## src/common/gpt_pkg.sv

```systemverilog
// Constants, modes and carriers of the general purpose timer unit
package gpt_pkg;
   localparam int TMR_W   = 16;
   localparam int NUM_TMR = 5;
   localparam int NUM_A   = 3;
   localparam int PS_W    = 10;
   localparam int AW      = 8;
   // Timer index map
   localparam int T_ACORE = 0;
   localparam int T_ALOW  = 1;
   localparam int T_AHIGH = 2;
   localparam int T_BAUX  = 3;
   localparam int T_BCORE = 4;
   // Prescaler shift: module A divides 8..1024, module B 4..512
   localparam logic [3:0] PS_SHIFT_A = 4'h3;
   localparam logic [3:0] PS_SHIFT_B = 4'h2;
   // Register map, one aligned word each
   localparam logic [7:0] OFF_CTRL0  = 8'h00;
   localparam logic [7:0] OFF_VAL0   = 8'h14;
   localparam logic [7:0] OFF_CAPTURE_RELOAD_REG = 8'h28;
   localparam logic [7:0] REG_STRIDE = 8'h04;
   localparam logic [15:0] CTRL_RST  = 16'h0000;
   localparam logic [15:0] VAL_RST   = 16'h0000;
   localparam logic [1:0] RESP_OKAY   = 2'h0;
   localparam logic [1:0] RESP_SLVERR = 2'h2;
   // Capture trigger sources
   localparam logic [1:0] CAP_PIN      = 2'h0;
   localparam logic [1:0] CAP_CORE_IN  = 2'h1;
   localparam logic [1:0] CAP_CORE_DIR = 2'h2;

   typedef enum logic [2:0] {
      MODE_TIMER   = 3'h0,
      MODE_COUNT   = 3'h1,
      MODE_GATEHI  = 3'h2,
      MODE_GATELO  = 3'h3,
      MODE_RELOAD  = 3'h4,
      MODE_CAPTURE = 3'h5,
      MODE_INCR    = 3'h6,
      MODE_CHAIN   = 3'h7
   } gpt_mode_t;

   // Control word, bit 15 reads zero
   typedef struct packed {
      logic [1:0] capSrc;
      logic       clrCap;
      logic       relEn;
      logic [1:0] edgeSel;
      logic       extDir;
      logic       down;
      logic       run;
      gpt_mode_t  mode;
      logic [2:0] inSel;
   } gpt_ctrl_t;

   typedef struct packed {
      logic       cap;
      logic [1:0] bDir;
      logic [1:0] bIn;
      logic [2:0] aDir;
      logic [2:0] aIn;
   } gpt_pins_t;
endpackage

```

## src/verilog/gpt_timer16.sv

```systemverilog
// One up/down timer cell with load and wrap detection
`timescale 1ns/10ps
module gpt_timer16 import gpt_pkg::*; #(
   parameter int TW = TMR_W
) (
   // Clock and reset
   input  wire logic          clk_sys,
   input  wire logic          reset_n,
   input  wire logic          ce,
   // Control
   input  wire logic          cntEn,
   input  wire logic          down,
   input  wire logic          load,
   input  wire logic [TW-1:0] loadVal,
   // State
   output logic      [TW-1:0] value,
   output logic               wrap
);
   logic [TW-1:0] next_value;

   // Wrap is modulo 2^TW, also when a load hides it
   assign wrap = cntEn & (down ? (value == '0) : (&value));

   always_comb begin
      next_value = value;
      if (load) begin
         next_value = loadVal;
      end else if (cntEn) begin
         next_value = down ? value - 1'b1 : value + 1'b1;
      end
   end

   always_ff @(posedge clk_sys or negedge reset_n) begin
      if (!reset_n) begin
         value <= TW'(VAL_RST);
      end else if (ce) begin
         value <= next_value;
      end
   end
endmodule // gpt_timer16

```

## src/verilog/gpt_top.sv

```systemverilog
// Summary of operation
// - Five 16-bit timers, three in module A, two in module B.
// - Each module A timer picks timer, gated, counter or quadrature mode.
// - Module A timer mode divides clock by 8 up to 1024.
// - Module B timers divide clock by 4 up to 512.
// - Counter mode advances on selected edges of the timer input pin.
// - Gated mode counts prescaled ticks only while the gate level allows.
// - Quadrature mode derives count and direction from input and dir pins.
// - Module A core timer toggles its latch on every wrap.
// - Module A aux timers may count on core toggle latch changes.
// - Module A aux timers may act as reload or capture for core.
// - Module B: aux, core, capture/reload; prescaled or external clock.
// - Module B direction set by software, optionally flipped by dir pin.
// - Module B core toggles its latch on wrap; latch may clock aux.
// - Module B core wrap clocks capcom timers and reloads from capture reg.
// - Capture pin edge latches aux value, optionally clearing aux.
// - Capture may trigger from module A core input or direction pin.
// - Module B raises separate aux, core and capture requests.
//
// The register addresses and the AXI4-Lite register port are this design's own decisions.
`timescale 1ns/10ps
module gpt_top import gpt_pkg::*; (
   // Clock, reset, enable
   input  wire logic          clk_sys,
   input  wire logic          reset_n,
   input  wire logic          ce,
   // AXI4-Lite slave
   input  wire logic [AW-1:0] s_axi_awaddr,
   input  wire logic          s_axi_awvalid,
   output logic               s_axi_awready,
   input  wire logic [31:0]   s_axi_wdata,
   input  wire logic [3:0]    s_axi_wstrb,
   input  wire logic          s_axi_wvalid,
   output logic               s_axi_wready,
   output logic [1:0]         s_axi_bresp,
   output logic               s_axi_bvalid,
   input  wire logic          s_axi_bready,
   input  wire logic [AW-1:0] s_axi_araddr,
   input  wire logic          s_axi_arvalid,
   output logic               s_axi_arready,
   output logic [31:0]        s_axi_rdata,
   output logic [1:0]         s_axi_rresp,
   output logic               s_axi_rvalid,
   input  wire logic          s_axi_rready,
   // External pins
   input  wire gpt_pins_t     pinIn,
   // Toggle latch pins and events
   output logic               aToggleOut,
   output logic               bToggleOut,
   output logic               capcomTick,
   output logic               irqBAux,
   output logic               irqBCore,
   output logic               irqCap
);
   gpt_pins_t           pinMeta;
   gpt_pins_t           pinSync;
   gpt_pins_t           pinPrev;
   gpt_ctrl_t           ctrl [NUM_TMR];
   logic [TMR_W-1:0]    tVal [NUM_TMR];
   logic [TMR_W-1:0]    loadVal [NUM_TMR];
   logic [NUM_TMR-1:0]  loadEn;
   logic [NUM_TMR-1:0]  swLoad;
   logic [NUM_TMR-1:0]  swCtrl;
   logic [NUM_TMR-1:0]  cntEn;
   logic [NUM_TMR-1:0]  dn;
   logic [NUM_TMR-1:0]  wrap;
   logic [NUM_TMR-1:0]  inLvl;
   logic [NUM_TMR-1:0]  inRise;
   logic [NUM_TMR-1:0]  inFall;
   logic [NUM_TMR-1:0]  dirLvl;
   logic [NUM_TMR-1:0]  dirChg;
   logic [NUM_A-1:0]    inPrvA;
   logic [PS_W-1:0]     preCnt;
   logic [TMR_W-1:0]    capture_reload_reg;
   logic                aLatch;
   logic                capEv;
   logic                capRise;
   logic                capFall;
   logic [AW-1:0]       awAddr;
   logic [31:0]         wData;
   logic [3:0]          wStrb;
   logic                doWrite;
   logic                wrMap;
   logic                swCap;
   logic [31:0]         rdData;
   logic                rdHit;

   function automatic logic divTick(logic [PS_W-1:0] c, logic [3:0] n);
      logic [PS_W-1:0] m;
      m = ~({PS_W{1'b1}} << n);
      return (c & m) == m;
   endfunction

   function automatic logic edgeHit(logic [1:0] s, logic r, logic f);
      return (s[0] & r) | (s[1] & f);
   endfunction

   function automatic logic [15:0] applyStrb(logic [15:0] o,
                                             logic [31:0] d,
                                             logic [3:0] s);
      return {s[1] ? d[15:8] : o[15:8], s[0] ? d[7:0] : o[7:0]};
   endfunction

   function automatic logic [7:0] regAddr(logic [7:0] base, int i);
      return base + 8'(i) * REG_STRIDE;
   endfunction

   // Pin synchroniser, then one stage for edge detection
   always_ff @(posedge clk_sys or negedge reset_n) begin
      if (!reset_n) begin
         pinMeta <= '0;
         pinSync <= '0;
         pinPrev <= '0;
      end else if (ce) begin
         pinMeta <= pinIn;
         pinSync <= pinMeta;
         pinPrev <= pinSync;
      end
   end

   assign inLvl   = {pinSync.bIn, pinSync.aIn};
   assign inRise  = inLvl & ~{pinPrev.bIn, pinPrev.aIn};
   assign inFall  = ~inLvl & {pinPrev.bIn, pinPrev.aIn};
   assign dirLvl  = {pinSync.bDir, pinSync.aDir};
   assign dirChg  = dirLvl ^ {pinPrev.bDir, pinPrev.aDir};
   assign inPrvA  = pinPrev.aIn;
   assign capRise = pinSync.cap & ~pinPrev.cap;
   assign capFall = ~pinSync.cap & pinPrev.cap;

   // Free running prescaler shared by all timers
   always_ff @(posedge clk_sys or negedge reset_n) begin
      if (!reset_n) begin
         preCnt <= '0;
      end else if (ce) begin
         preCnt <= preCnt + 1'b1;
      end
   end

   // Count enable and direction per timer
   always_comb begin
      logic pt;
      pt = 1'b0;
      cntEn = '0;
      dn = '0;
      for (int i = 0; i < NUM_TMR; i++) begin
         if (i < NUM_A) begin
            pt = divTick(preCnt, 4'(ctrl[i].inSel) + PS_SHIFT_A);
         end else begin
            pt = divTick(preCnt, 4'(ctrl[i].inSel) + PS_SHIFT_B);
         end
         dn[i] = ctrl[i].down ^ (ctrl[i].extDir & dirLvl[i]);
         case (ctrl[i].mode)
            MODE_TIMER: begin
               cntEn[i] = pt;
            end
            MODE_COUNT: begin
               cntEn[i] = edgeHit(ctrl[i].edgeSel, inRise[i], inFall[i]);
            end
            MODE_GATEHI: begin
               cntEn[i] = pt & inLvl[i];
            end
            MODE_GATELO: begin
               cntEn[i] = pt & ~inLvl[i];
            end
            MODE_INCR: begin
               // Four counts per sensor cycle; B leading A counts down
               if (i < NUM_A) begin
                  cntEn[i] = inRise[i] | inFall[i] | dirChg[i];
                  dn[i] = inPrvA[i] ^ dirLvl[i];
               end
            end
            MODE_CHAIN: begin
               if (i == T_ALOW || i == T_AHIGH) begin
                  cntEn[i] = edgeHit(ctrl[i].edgeSel, wrap[T_ACORE] & ~aLatch,
                                     wrap[T_ACORE] & aLatch);
               end else if (i == T_BAUX) begin
                  cntEn[i] = edgeHit(ctrl[i].edgeSel,
                                     wrap[T_BCORE] & ~bToggleOut,
                                     wrap[T_BCORE] & bToggleOut);
               end
            end
            default: begin
               // Reload and capture modes hold the value as a register
               cntEn[i] = 1'b0;
            end
         endcase
         cntEn[i] = cntEn[i] & ctrl[i].run;
      end
   end

   // Capture trigger of module B
   always_comb begin
      case (ctrl[T_BAUX].capSrc)
         CAP_PIN: begin
            capEv = edgeHit(ctrl[T_BAUX].edgeSel, capRise, capFall);
         end
         CAP_CORE_IN: begin
            capEv = inRise[T_ACORE] | inFall[T_ACORE];
         end
         CAP_CORE_DIR: begin
            capEv = dirChg[T_ACORE];
         end
         default: begin
            capEv = inRise[T_ACORE] | inFall[T_ACORE] | dirChg[T_ACORE];
         end
      endcase
      capEv = capEv & ctrl[T_BAUX].relEn;
   end

   // Register write decode
   assign doWrite = ~s_axi_awready & ~s_axi_wready & ~s_axi_bvalid;
   assign swCap = doWrite && (awAddr == OFF_CAPTURE_RELOAD_REG);
   always_comb begin
      swLoad = '0;
      swCtrl = '0;
      for (int i = 0; i < NUM_TMR; i++) begin
         swCtrl[i] = doWrite && (awAddr == regAddr(OFF_CTRL0, i));
         swLoad[i] = doWrite && (awAddr == regAddr(OFF_VAL0, i));
      end
      wrMap = (|swCtrl) | (|swLoad) | swCap;
   end

   // Timer loads; software write takes precedence over hardware
   always_comb begin
      for (int i = 0; i < NUM_TMR; i++) begin
         loadEn[i] = 1'b0;
         loadVal[i] = '0;
      end
      if (wrap[T_ACORE] && (ctrl[T_ALOW].mode == MODE_RELOAD ||
                            ctrl[T_AHIGH].mode == MODE_RELOAD)) begin
         loadEn[T_ACORE] = 1'b1;
         loadVal[T_ACORE] = (ctrl[T_ALOW].mode == MODE_RELOAD) ?
                            tVal[T_ALOW] : tVal[T_AHIGH];
      end
      for (int i = T_ALOW; i <= T_AHIGH; i++) begin
         if (ctrl[i].mode == MODE_CAPTURE &&
             edgeHit(ctrl[i].edgeSel, inRise[i], inFall[i])) begin
            loadEn[i] = 1'b1;
            loadVal[i] = tVal[T_ACORE];
         end
      end
      if (capEv && ctrl[T_BAUX].clrCap) begin
         loadEn[T_BAUX] = 1'b1;
      end
      if (wrap[T_BCORE] && ctrl[T_BCORE].relEn) begin
         loadEn[T_BCORE] = 1'b1;
         loadVal[T_BCORE] = capture_reload_reg;
      end
      for (int i = 0; i < NUM_TMR; i++) begin
         if (swLoad[i]) begin
            loadEn[i] = 1'b1;
            loadVal[i] = applyStrb(tVal[i], wData, wStrb);
         end
      end
   end

   // The five timers
   for (genvar g = 0; g < NUM_TMR; g++) begin : gTmr
      gpt_timer16 #(.TW(TMR_W)) uTmr (
         .clk_sys (clk_sys),
         .reset_n (reset_n),
         .ce      (ce),
         .cntEn   (cntEn[g]),
         .down    (dn[g]),
         .load    (loadEn[g]),
         .loadVal (loadVal[g]),
         .value   (tVal[g]),
         .wrap    (wrap[g])
      );
   end

   // Control registers
   always_ff @(posedge clk_sys or negedge reset_n) begin
      if (!reset_n) begin
         for (int i = 0; i < NUM_TMR; i++) begin
            ctrl[i] <= gpt_ctrl_t'(CTRL_RST[14:0]);
         end
      end else if (ce) begin
         for (int i = 0; i < NUM_TMR; i++) begin
            if (swCtrl[i]) begin
               ctrl[i] <= gpt_ctrl_t'(applyStrb({1'b0, ctrl[i]}, wData,
                                                wStrb) & 16'h7FFF);
            end
         end
      end
   end

   // Capture register; a capture beats a software write in the same cycle
   always_ff @(posedge clk_sys or negedge reset_n) begin
      if (!reset_n) begin
         capture_reload_reg <= VAL_RST;
      end else if (ce) begin
         if (capEv) begin
            capture_reload_reg <= tVal[T_BAUX];
         end else if (swCap) begin
            capture_reload_reg <= applyStrb(capture_reload_reg, wData, wStrb);
         end
      end
   end

   // Toggle latches and event outputs
   always_ff @(posedge clk_sys or negedge reset_n) begin
      if (!reset_n) begin
         aLatch <= 1'b0;
         aToggleOut <= 1'b0;
         bToggleOut <= 1'b0;
         capcomTick <= 1'b0;
         irqBAux <= 1'b0;
         irqBCore <= 1'b0;
         irqCap <= 1'b0;
      end else if (ce) begin
         aLatch <= aLatch ^ wrap[T_ACORE];
         aToggleOut <= aLatch ^ wrap[T_ACORE];
         bToggleOut <= bToggleOut ^ wrap[T_BCORE];
         capcomTick <= wrap[T_BCORE];
         irqBAux <= wrap[T_BAUX];
         irqBCore <= wrap[T_BCORE];
         irqCap <= capEv;
      end
   end

   // Read decode
   always_comb begin
      rdData = '0;
      rdHit = 1'b0;
      for (int i = 0; i < NUM_TMR; i++) begin
         if ({s_axi_araddr[AW-1:2], 2'b00} == regAddr(OFF_CTRL0, i)) begin
            rdData = {17'h00000, ctrl[i]};
            rdHit = 1'b1;
         end
         if ({s_axi_araddr[AW-1:2], 2'b00} == regAddr(OFF_VAL0, i)) begin
            rdData = {16'h0000, tVal[i]};
            rdHit = 1'b1;
         end
      end
      if ({s_axi_araddr[AW-1:2], 2'b00} == OFF_CAPTURE_RELOAD_REG) begin
         rdData = {16'h0000, capture_reload_reg};
         rdHit = 1'b1;
      end
   end

   // AXI4-Lite channels; one write and one read outstanding
   always_ff @(posedge clk_sys or negedge reset_n) begin
      if (!reset_n) begin
         s_axi_awready <= 1'b1;
         s_axi_wready <= 1'b1;
         s_axi_bvalid <= 1'b0;
         s_axi_bresp <= RESP_OKAY;
         awAddr <= '0;
         wData <= '0;
         wStrb <= '0;
      end else if (ce) begin
         if (s_axi_awvalid && s_axi_awready) begin
            s_axi_awready <= 1'b0;
            awAddr <= {s_axi_awaddr[AW-1:2], 2'b00};
         end
         if (s_axi_wvalid && s_axi_wready) begin
            s_axi_wready <= 1'b0;
            wData <= s_axi_wdata;
            wStrb <= s_axi_wstrb;
         end
         if (doWrite) begin
            s_axi_bvalid <= 1'b1;
            s_axi_bresp <= wrMap ? RESP_OKAY : RESP_SLVERR;
         end
         if (s_axi_bvalid && s_axi_bready) begin
            s_axi_bvalid <= 1'b0;
            s_axi_awready <= 1'b1;
            s_axi_wready <= 1'b1;
         end
      end
   end

   always_ff @(posedge clk_sys or negedge reset_n) begin
      if (!reset_n) begin
         s_axi_arready <= 1'b1;
         s_axi_rvalid <= 1'b0;
         s_axi_rdata <= '0;
         s_axi_rresp <= RESP_OKAY;
      end else if (ce) begin
         if (s_axi_arvalid && s_axi_arready) begin
            s_axi_arready <= 1'b0;
            s_axi_rvalid <= 1'b1;
            s_axi_rdata <= rdData;
            s_axi_rresp <= rdHit ? RESP_OKAY : RESP_SLVERR;
         end
         if (s_axi_rvalid && s_axi_rready) begin
            s_axi_rvalid <= 1'b0;
            s_axi_arready <= 1'b1;
         end
      end
   end
endmodule // gpt_top

```

## config.mk

```make
export PLATFORM = sky130hd
export DESIGN_NAME = gpt_top
export DESIGN_NICKNAME = d
export VERILOG_FILES = /design/src/common/gpt_pkg.sv /design/src/verilog/gpt_timer16.sv /design/src/verilog/gpt_top.sv
export SDC_FILE = /design/constraint.sdc
export NUM_CORES = 1
export LEC_CHECK = 0
export ABC_AREA = 1
export BUFFER_PORTS_ARGS = -buffer_cell sky130_fd_sc_hd__buf_2
export CORE_UTILIZATION = 30
export DETAILED_ROUTE_END_ITERATION = 8
export GPL_TIMING_DRIVEN = 0
export PLACE_DENSITY = 0.47
export SYNTH_ARGS = -nofsm -noshare
export SYNTH_HDL_FRONTEND = slang
export SYNTH_SLANG_ARGS = --single-unit
```

## constraint.sdc

```tcl
create_clock -name clk_sys -period 4.2 [get_ports clk_sys]
set_input_delay 0.21 -clock clk_sys [delete_from_list [all_inputs] [get_ports clk_sys]]
set_output_delay 0.21 -clock clk_sys [all_outputs]
set_load 0.005 [all_outputs]
```

Word-level counts from Yosys, hierarchy flattened
Index checks and enable logic that the tools add are counted.
{"block": "totals", "ramBits": 0, "latchBits": 0, "word_cells": 440, "reg_bits": 282, "rom_bits": 0, "output_inout_bits": 47, "memories": 0, "in_bits": 71}
{"block": "op_classes", "mux": 85, "order_cmp": 0, "n_addsub": 16, "n_reduce_logical": 80, "bitwise_logic": 104, "shift": 5, "mul": 0, "eq_ne": 62, "div_mod_pow": 0}
{"cell": "2-to-1 mux 16 bit", "n": 27}
{"cell": "2-to-1 mux 32 bit", "n": 10}
{"cell": "adder 16 x 1 -> 16 bit, second input constant", "n": 5}
{"cell": "subtractor 16 x 1 -> 16 bit, second input constant", "n": 5}
{"cell": "AND reduction 3 bit", "n": 22}
{"cell": "bitwise AND 1 bit", "n": 50}
{"cell": "bitwise AND 10 bit", "n": 5}
{"cell": "equality test 10 bit", "n": 5}
{"cell": "NOT 10 bit", "n": 5}
{"cell": "<< shifter 10 x 4 -> 10 bit, first input constant", "n": 5}
{"cell": "equality test 6 x 3 -> 1 bit, second input constant", "n": 8}
{"cell": "zero test 16 bit", "n": 3}
{"cell": "AND reduction 16 bit", "n": 3}
{"cell": "2-to-1 mux 1 bit", "n": 37}
{"cell": "equality test 6 x 4 -> 1 bit, second input constant", "n": 6}
{"cell": "equality test 3 x 2 -> 1 bit, second input constant", "n": 10}
{"cell": "equality test 3 bit, second input constant", "n": 10}
{"cell": "inequality test 3 bit, second input constant", "n": 10}
{"cell": "equality test 6 x 2 -> 1 bit, second input constant", "n": 4}
{"cell": "nonzero test 2 bit", "n": 12}
{"cell": "logical AND 1 bit", "n": 21}
{"cell": "adder 3 x 2 -> 4 bit, second input constant", "n": 5}
{"cell": "OR 1 bit", "n": 17}
{"cell": "2-to-1 mux 8 bit", "n": 2}
{"cell": "other kinds (23)", "n": 65}

Depth between registers and ports, before layout
{"block": "depth", "depth_word": 16, "mapped_depth": 24, "ltp_nobuf": 23}

Modules after synthesis
From an unflattened synthesis, not the netlist that was laid out.
{"block": "hier_totals", "cells_unflattened": 3242, "hier_area_um2": 20998.9}
{"module": "gpt_top", "cells_each": 1732, "instances": 1, "area_each_um2": 11910.2, "seq_area_each_um2": 4608.2}
{"module": "gpt_timer16 (gTmr[1].uTmr ...)", "cells_each": 302, "instances": 4, "area_each_um2": 1816.7, "seq_area_each_um2": 400.4}
{"module": "gpt_timer16 (gTmr[0].uTmr)", "cells_each": 302, "instances": 1, "area_each_um2": 1821.7, "seq_area_each_um2": 400.4}

Least setup slack after synthesis
No wires, ideal clock.
{"block": "synth_path", "path_kind": "reg2reg", "from": "register ctrl[49] (netlist bit)", "to": "register gTmr[1].uTmr.value[14]", "path_slack_ns": 0.844, "synth_period_minus_slack_ns": 3.356, "stages_incl_launch_ff": 14, "arrival_ns": 3.233, "t_required_ns": 4.076, "setup_time_ns": 0.124, "path_buffers": 0, "cell_sequence": "dfrtp_1 > inv_1 > nor3_1 > o21ai_0 > ha_1 > nand2_1 > inv_1 > o21ai_0 > nand2_1 > a21boi_0 > o21ai_0 > xor2_1 > a21boi_0 > o21ai_1"}
{"block": "synth_via", "elab_chain_cells": 6, "word_cells_on_any_way": 21, "classes_between": "eq/ne: 7; mux: 9; bitwise: 1; reduce/logical: 4"}
{"element": "from (decl)", "line": "gpt_top.sv:58", "text": "gpt_ctrl_t ctrl [NUM_TMR];"}
{"element": "from (signal, indexed assignment)", "line": "gpt_top.sv:276", "text": "ctrl[i] <= gpt_ctrl_t'(CTRL_RST[14:0]);"}
{"element": "from (signal, indexed assignment)", "line": "gpt_top.sv:281", "text": "ctrl[i] <= gpt_ctrl_t'(applyStrb({1'b0, ctrl[i]}, wData,"}
{"element": "equality test 3 bit", "line": "gpt_top.sv:236", "text": "if (ctrl[i].mode == MODE_CAPTURE &&"}
{"element": "logical AND 1 bit", "line": "gpt_top.sv:236"}
{"element": "2-to-1 mux 1 bit", "line": "gpt_top.sv:236"}
{"element": "2-to-1 mux 1 bit", "line": "gpt_top.sv:250", "text": "if (swLoad[i]) begin"}
{"element": "inequality test 3 bit (no line) or nonzero test 2 bit (tied branches)"}
{"element": "AND reduction 3 bit (no line)"}
{"element": "to (signal assigned)", "line": "gpt_timer16.sv:35", "text": "value <= TW'(VAL_RST);"}
{"element": "to (signal assigned)", "line": "gpt_timer16.sv:37", "text": "value <= next_value;"}
{"element": "to (decl)", "line": "gpt_timer16.sv:16", "text": "output logic [TW-1:0] value,"}
Several ways; a longest one is shown, not always the timed one. The select of a mux whose other input is x is not followed.
A chain may end at the register's enable or synchronous reset.

Worst setup path in the final report
{"block": "layout_path", "from": "register ctrl[60] (netlist bit)", "to": "register gTmr[2].uTmr.value[15]"}
{"block": "layout_via", "elab_chain_cells": 16, "word_cells_on_any_way": 19, "classes_between": "add/sub: 1; eq/ne: 1; shift: 1; mux: 2; bitwise: 12; reduce/logical: 2"}
{"element": "adder 3 x 2 -> 4 bit *", "line": "gpt_top.sv:147", "text": "pt = divTick(preCnt, 4'(ctrl[i].inSel) + PS_SHIFT_A);"}
{"element": "<< shifter 10 x 4 -> 10 bit *", "line": "gpt_top.sv:90", "text": "m = ~({PS_W{1'b1}} << n);"}
{"element": "NOT 10 bit *", "line": "gpt_top.sv:90"}
{"element": "bitwise AND 10 bit", "line": "gpt_top.sv:91", "text": "return (c & m) == m;"}
{"element": "equality test 10 bit *", "line": "gpt_top.sv:91"}
{"element": "bitwise AND 1 bit (on tied branches)", "line": "gpt_top.sv:163, gpt_top.sv:160"}
{"element": "one-hot mux 1 bit (5 select lines) *", "line": "gpt_top.sv:152", "text": "case (ctrl[i].mode)"}
{"element": "bitwise AND 1 bit *", "line": "gpt_top.sv:187", "text": "cntEn[i] = cntEn[i] & ctrl[i].run;"}
{"element": "bitwise AND 1 bit *", "line": "gpt_timer16.sv:22", "text": "assign wrap = cntEn & (down ? (value == '0) : (&value));"}
{"element": "bitwise AND 1 bit (on tied branches)", "line": "gpt_top.sv:174, gpt_top.sv:175"}
{"element": "bitwise AND 1 bit", "line": "gpt_top.sv:95", "text": "return (s[0] & r) | (s[1] & f);"}
{"element": "OR 1 bit *", "line": "gpt_top.sv:95"}
{"element": "one-hot mux 1 bit (6 select lines) *", "line": "gpt_top.sv:152"}
{"element": "bitwise AND 1 bit *", "line": "gpt_top.sv:187"}
{"element": "nonzero test 2 bit (no line) *"}
{"element": "AND reduction 3 bit (no line) *"}
{"element": "to (signal assigned)", "line": "gpt_timer16.sv:35"}
{"element": "to (signal assigned)", "line": "gpt_timer16.sv:37"}
{"element": "to (decl)", "line": "gpt_timer16.sv:16"}
Mark *: on every way between the ends. The rest lies on a longest branch, timed or not.

==> summary.txt <==
Status
  • Status: completed

Worst setup path
  • Reg-to-reg critical path endpoint: gTmr[2].uTmr.value[15]$_DFFE_PN0P_
  • CP Max Fanout: 10
  • CP peak stage delay: 0.40 ns
  • Cell Chain, Critical Path: inv_1 > ha_1 > inv_1 > nand2_1 > nand4_1 > nand2_1 > nand3_1 > o21bai_1 > nand2_1 > nand2_2 > nand2_1 > nor2_1 > ha_1 > a22o_1 > nand4_1 > nand2_1 > a21oi_1 > nand2_1 > nand2_1 > nand2_2 > nand3_2 > buf_2 > nand2_1 > o21ai_1
  • Crit path max-delay cell type: nor2_1
  • Crit start category: flop
  • Reg-to-reg startpoint: ctrl[60]$_DFFE_PN0P_
  • Crit path kind: reg2reg
  • CP endpoint kind: flop
  • R2R Setup Slk: 0.45 ns
  • Required time worst endpoint: 4.63 ns
  • CP dominant cell by count: nand2_1
  • R2R cell count: 24
  • Worst EP arrival: 4.17 ns

Hold path
  • HP Class: in2reg
  • Hold path depth: 3
  • WHS Endpoint: irqCap$_DFFE_PN0P_
  • Worst hold start: ce

Die
  • Die Area: 63570 µm²
  • Core box area: 61710 µm²
  • Die width: 252.1 µm
  • Die H: 252.1 µm
  • # rows: 91
  • Top Ports: 118
  • Initial Util: 0.3042

Timing
  • Final period util: 0.8917
  • Max Slew Vio Count: 0
  • RSZ-0062 raised after global routing: false
  • Worst-Margin Slew: 1.158 ns
  • Setup Skew: 0.03157 ns
  • Final setup violation count: 0
  • Max Freq: 267.0 MHz
  • Slew margin rel.: 0.2277
  • Final Hold Viols: 0
  • Fin crit period: 3.745 ns
  • Final hold slack: 0.1301 ns

Synth
  • Asr flop ratio synth: 1.000
  • Sequential area share after synthesis: 0.3522
  • Syn_area_per_cell: 7.208 µm²
  • Post-synth EDFFs: 0
  • Synth Register Bits: 264
  • Synth cell types: 58
  • Yosys warns: 0
  • Synth Flop Type: dfrtp_1
  • Synth Instances: 2604
  • Cell Area, Synth: 18770 µm²

Power
  • PD cells: 518.9 nW/µm²
  • Peak supply drop: 240.5 µV
  • Leak: 10.78 nW

Clock tree
  • CTS tree: built
  • Root buffer cell: clkbuf_16
  • CTS buffer count: 36
  • H-tree Lvls: 2
  • Bufs on Longest Clock Path: 3
  • Clock tree sinks: 264
  • Worst skew pair latency: 0.57 ns
  • Clk slew on worst S/H paths: 0.06 ns

Route
  • Max layer used: met5
  • Met2 wire len: 36970 µm
  • DRC violations left: 0
  • Vias/cell: 5.190
  • Vias: 18910
  • Metal3 WL: 4614 µm
  • Initial drt markers: 1515
  • Routed wire length: 79160 µm
  • Wl on met1: 33460 µm
  • WL/cell: 21.73 µm
  • Detailed Routing Iterations Pass 1: 5
  • Antenna viol nets, final: 0

Layout
  • Most flops, register: gTmr.uTmr.value
  • Layout Cells excl Fill: 3643
  • Fill count: 6683
  • Layout area overhead: 17.10%
  • Leading registers by flop count: gTmr.uTmr.value x80, ctrl x75
  • Largest register FFs: 80
  • Share of post-route cells with drive strength above 1: 0.09875
  • Layout Nets: 2953

Place
  • HPWL Detailed: 62160 µm
  • I/O Buffers: 77
  • Routability Congestion: 0.9604
  • Placed Cells incl. Taps: 3538

Global route
  • First-pass GRT wire length: 118400 µm
  • Initial antenna violation count: 2
  • All-layer global routing usage: 0.2497
  • Vias in the first global route: 18500
  • Gr ovfl total: 0
  • Largest net degree at the start of global routing: 100

Job
  • Max cap viols: 0
==> synthesized netlist by cell type (18+ instances only) <==
master      n  share of area
ha_1       99          0.066
a21oi_1   174          0.046
inv_1     276          0.055
nand4_1    48          0.016
dfrtp_1   261           0.35
o22ai_1    18         0.0060
o21ai_1    43          0.011
nor3_1     39          0.010
nand2_1   695           0.14
nor2_1    143          0.029
o211ai_1   22         0.0088
xor2_1     54          0.025
buf_4      26          0.010
nand3_1   192          0.051
buf_2      21         0.0056
o21ai_0   216          0.058
clkbuf_1   48         0.0096
inv_2      25         0.0050
==> worst max-delay path by stage <==
stage,start,endpoint,slack [ns],cells after the start
global route,ctrl[60]$_DFFE_PN0P_,gTmr[2].uTmr.value[14]$_DFFE_PN0P_,0.17,24
global placement,reset_n,s_axi_rdata[10]$_DFFE_PN0P_,-2.33,1
floorplan,ctrl[49]$_DFFE_PN0P_,gTmr[1].uTmr.value[14]$_DFFE_PN0P_,0.84,13
finish,ctrl[60]$_DFFE_PN0P_,gTmr[2].uTmr.value[15]$_DFFE_PN0P_,0.45,24
CTS,dirLvl[0]$_DFFE_PN0P_,gTmr[2].uTmr.value[15]$_DFFE_PN0P_,0.26,19
detailed placement,dirLvl[0]$_DFFE_PN0P_,gTmr[2].uTmr.value[15]$_DFFE_PN0P_,0.30,19
==> cell type report <==
class	instances	area [µm²]	share of cell area
plain buffers	103	540.5	0.02459
multi-input cells	1952	10560	0.4806
repair buffers	119	853.3	0.03882
well taps	837	1047	0.04764
clock buffers	48	1039	0.04725
inverters	302	1140	0.05186
clock inverters	17	185.2	0.008424
diodes	1	2.502	0.0001138
flip-flops and latches	264	6610	0.3007
==> cell families (layout without fill, tap and decap cells) <==
| kind of cell | count (synthesis) | count (layout) | share of synthesized area |
|---|---|---|---|
| simple gates | 1162 | 1162 | 0.2656 |
| compound gates | 578 | 578 | 0.1776 |
| buf+inv | 405 | 589 | 0.08932 |
| flops | 264 | 264 | 0.3522 |
| fa+ha+maj | 104 | 104 | 0.07132 |
| xor+xnor | 69 | 69 | 0.03220 |
| mux | 21 | 21 | 0.01160 |
| other cells | 1 | 19 | 0.0001998 |
==> critical path: cells and delay by family (launching register included) <==
family | cells | cell delay [ns]
AOI/OAI and AO/OA | 4 | 0.45
buffers and inverters | 3 | 0.46
adders and majority gates | 2 | 0.58
DFF | 1 | 0.38
and+or+nand+nor | 15 | 1.75
==> per-stage QoR <==
| step | instance area (µm²) | utilization | TNS, ns | worst slack (ns) | total power (W) |
|---|---|---|---|---|---|
| after global placement | 20270 | 0.3284 | -606.59 | -2.331 | 0.008063 |
| after floorplan | 18830 | - | 0 | 0.8436 | 0.006325 |
| after detailed placement | 20350 | 0.3298 | 0 | 0.2975 | 0.008131 |
| after CTS | 21960 | 0.3558 | 0 | 0.2573 | 0.01141 |
| after global routing | 21980 | 0.3561 | 0 | 0.1743 | 0.01210 |
| final | 21980 | 0.3562 | 0 | 0.4548 | 0.01141 |
==> power breakdown <==
group	total (W)	switching, W	leakage [nW]	internal, W
registers	0.00420	0.00107	3.42	0.00314
clock network	0.00320	0.00128	0.595	0.00193
logic	0.00400	0.00265	6.76	0.00135
total	0.0114	0.00499	10.8	0.00641
==> cell usage in the layout (no fill, tap or decap), drive strengths merged, types with 11 or more instances in the layout <==
| cell | instances |
|---|---|
| o22ai | 18 |
| nor3 | 42 |
| buf | 136 |
| xor2 | 54 |
| nor2 | 152 |
| nor4 | 11 |
| inv | 301 |
| nand2 | 705 |
| a21oi | 174 |
| o31ai | 13 |
| a21boi | 11 |
| mux2i | 15 |
| o21ai | 268 |
| conb | 18 |
| nand4 | 49 |
| xnor2 | 15 |
| nand3 | 197 |
| dlygate4sd3 | 38 |
| o211ai | 27 |
| clkbuf | 96 |
| dfrtp | 261 |
| o2111ai | 12 |
| ha | 99 |
==> layer usage <==
layer,up-vias,global-route usage
met1,9108,0.3182
met4,2,0.1157
met5,-,0
met3,155,0.03780
li1,9056,-
met2,585,0.4150
==> what timing repair did <==
action	CTS	global route
hold endpoints to repair	133	0
gates resized for setup	0	1
hold buffers	38	0
setup buffers	0	1
endpoints found under the setup margin	0	4
Power figures use the tool's default switching activity.
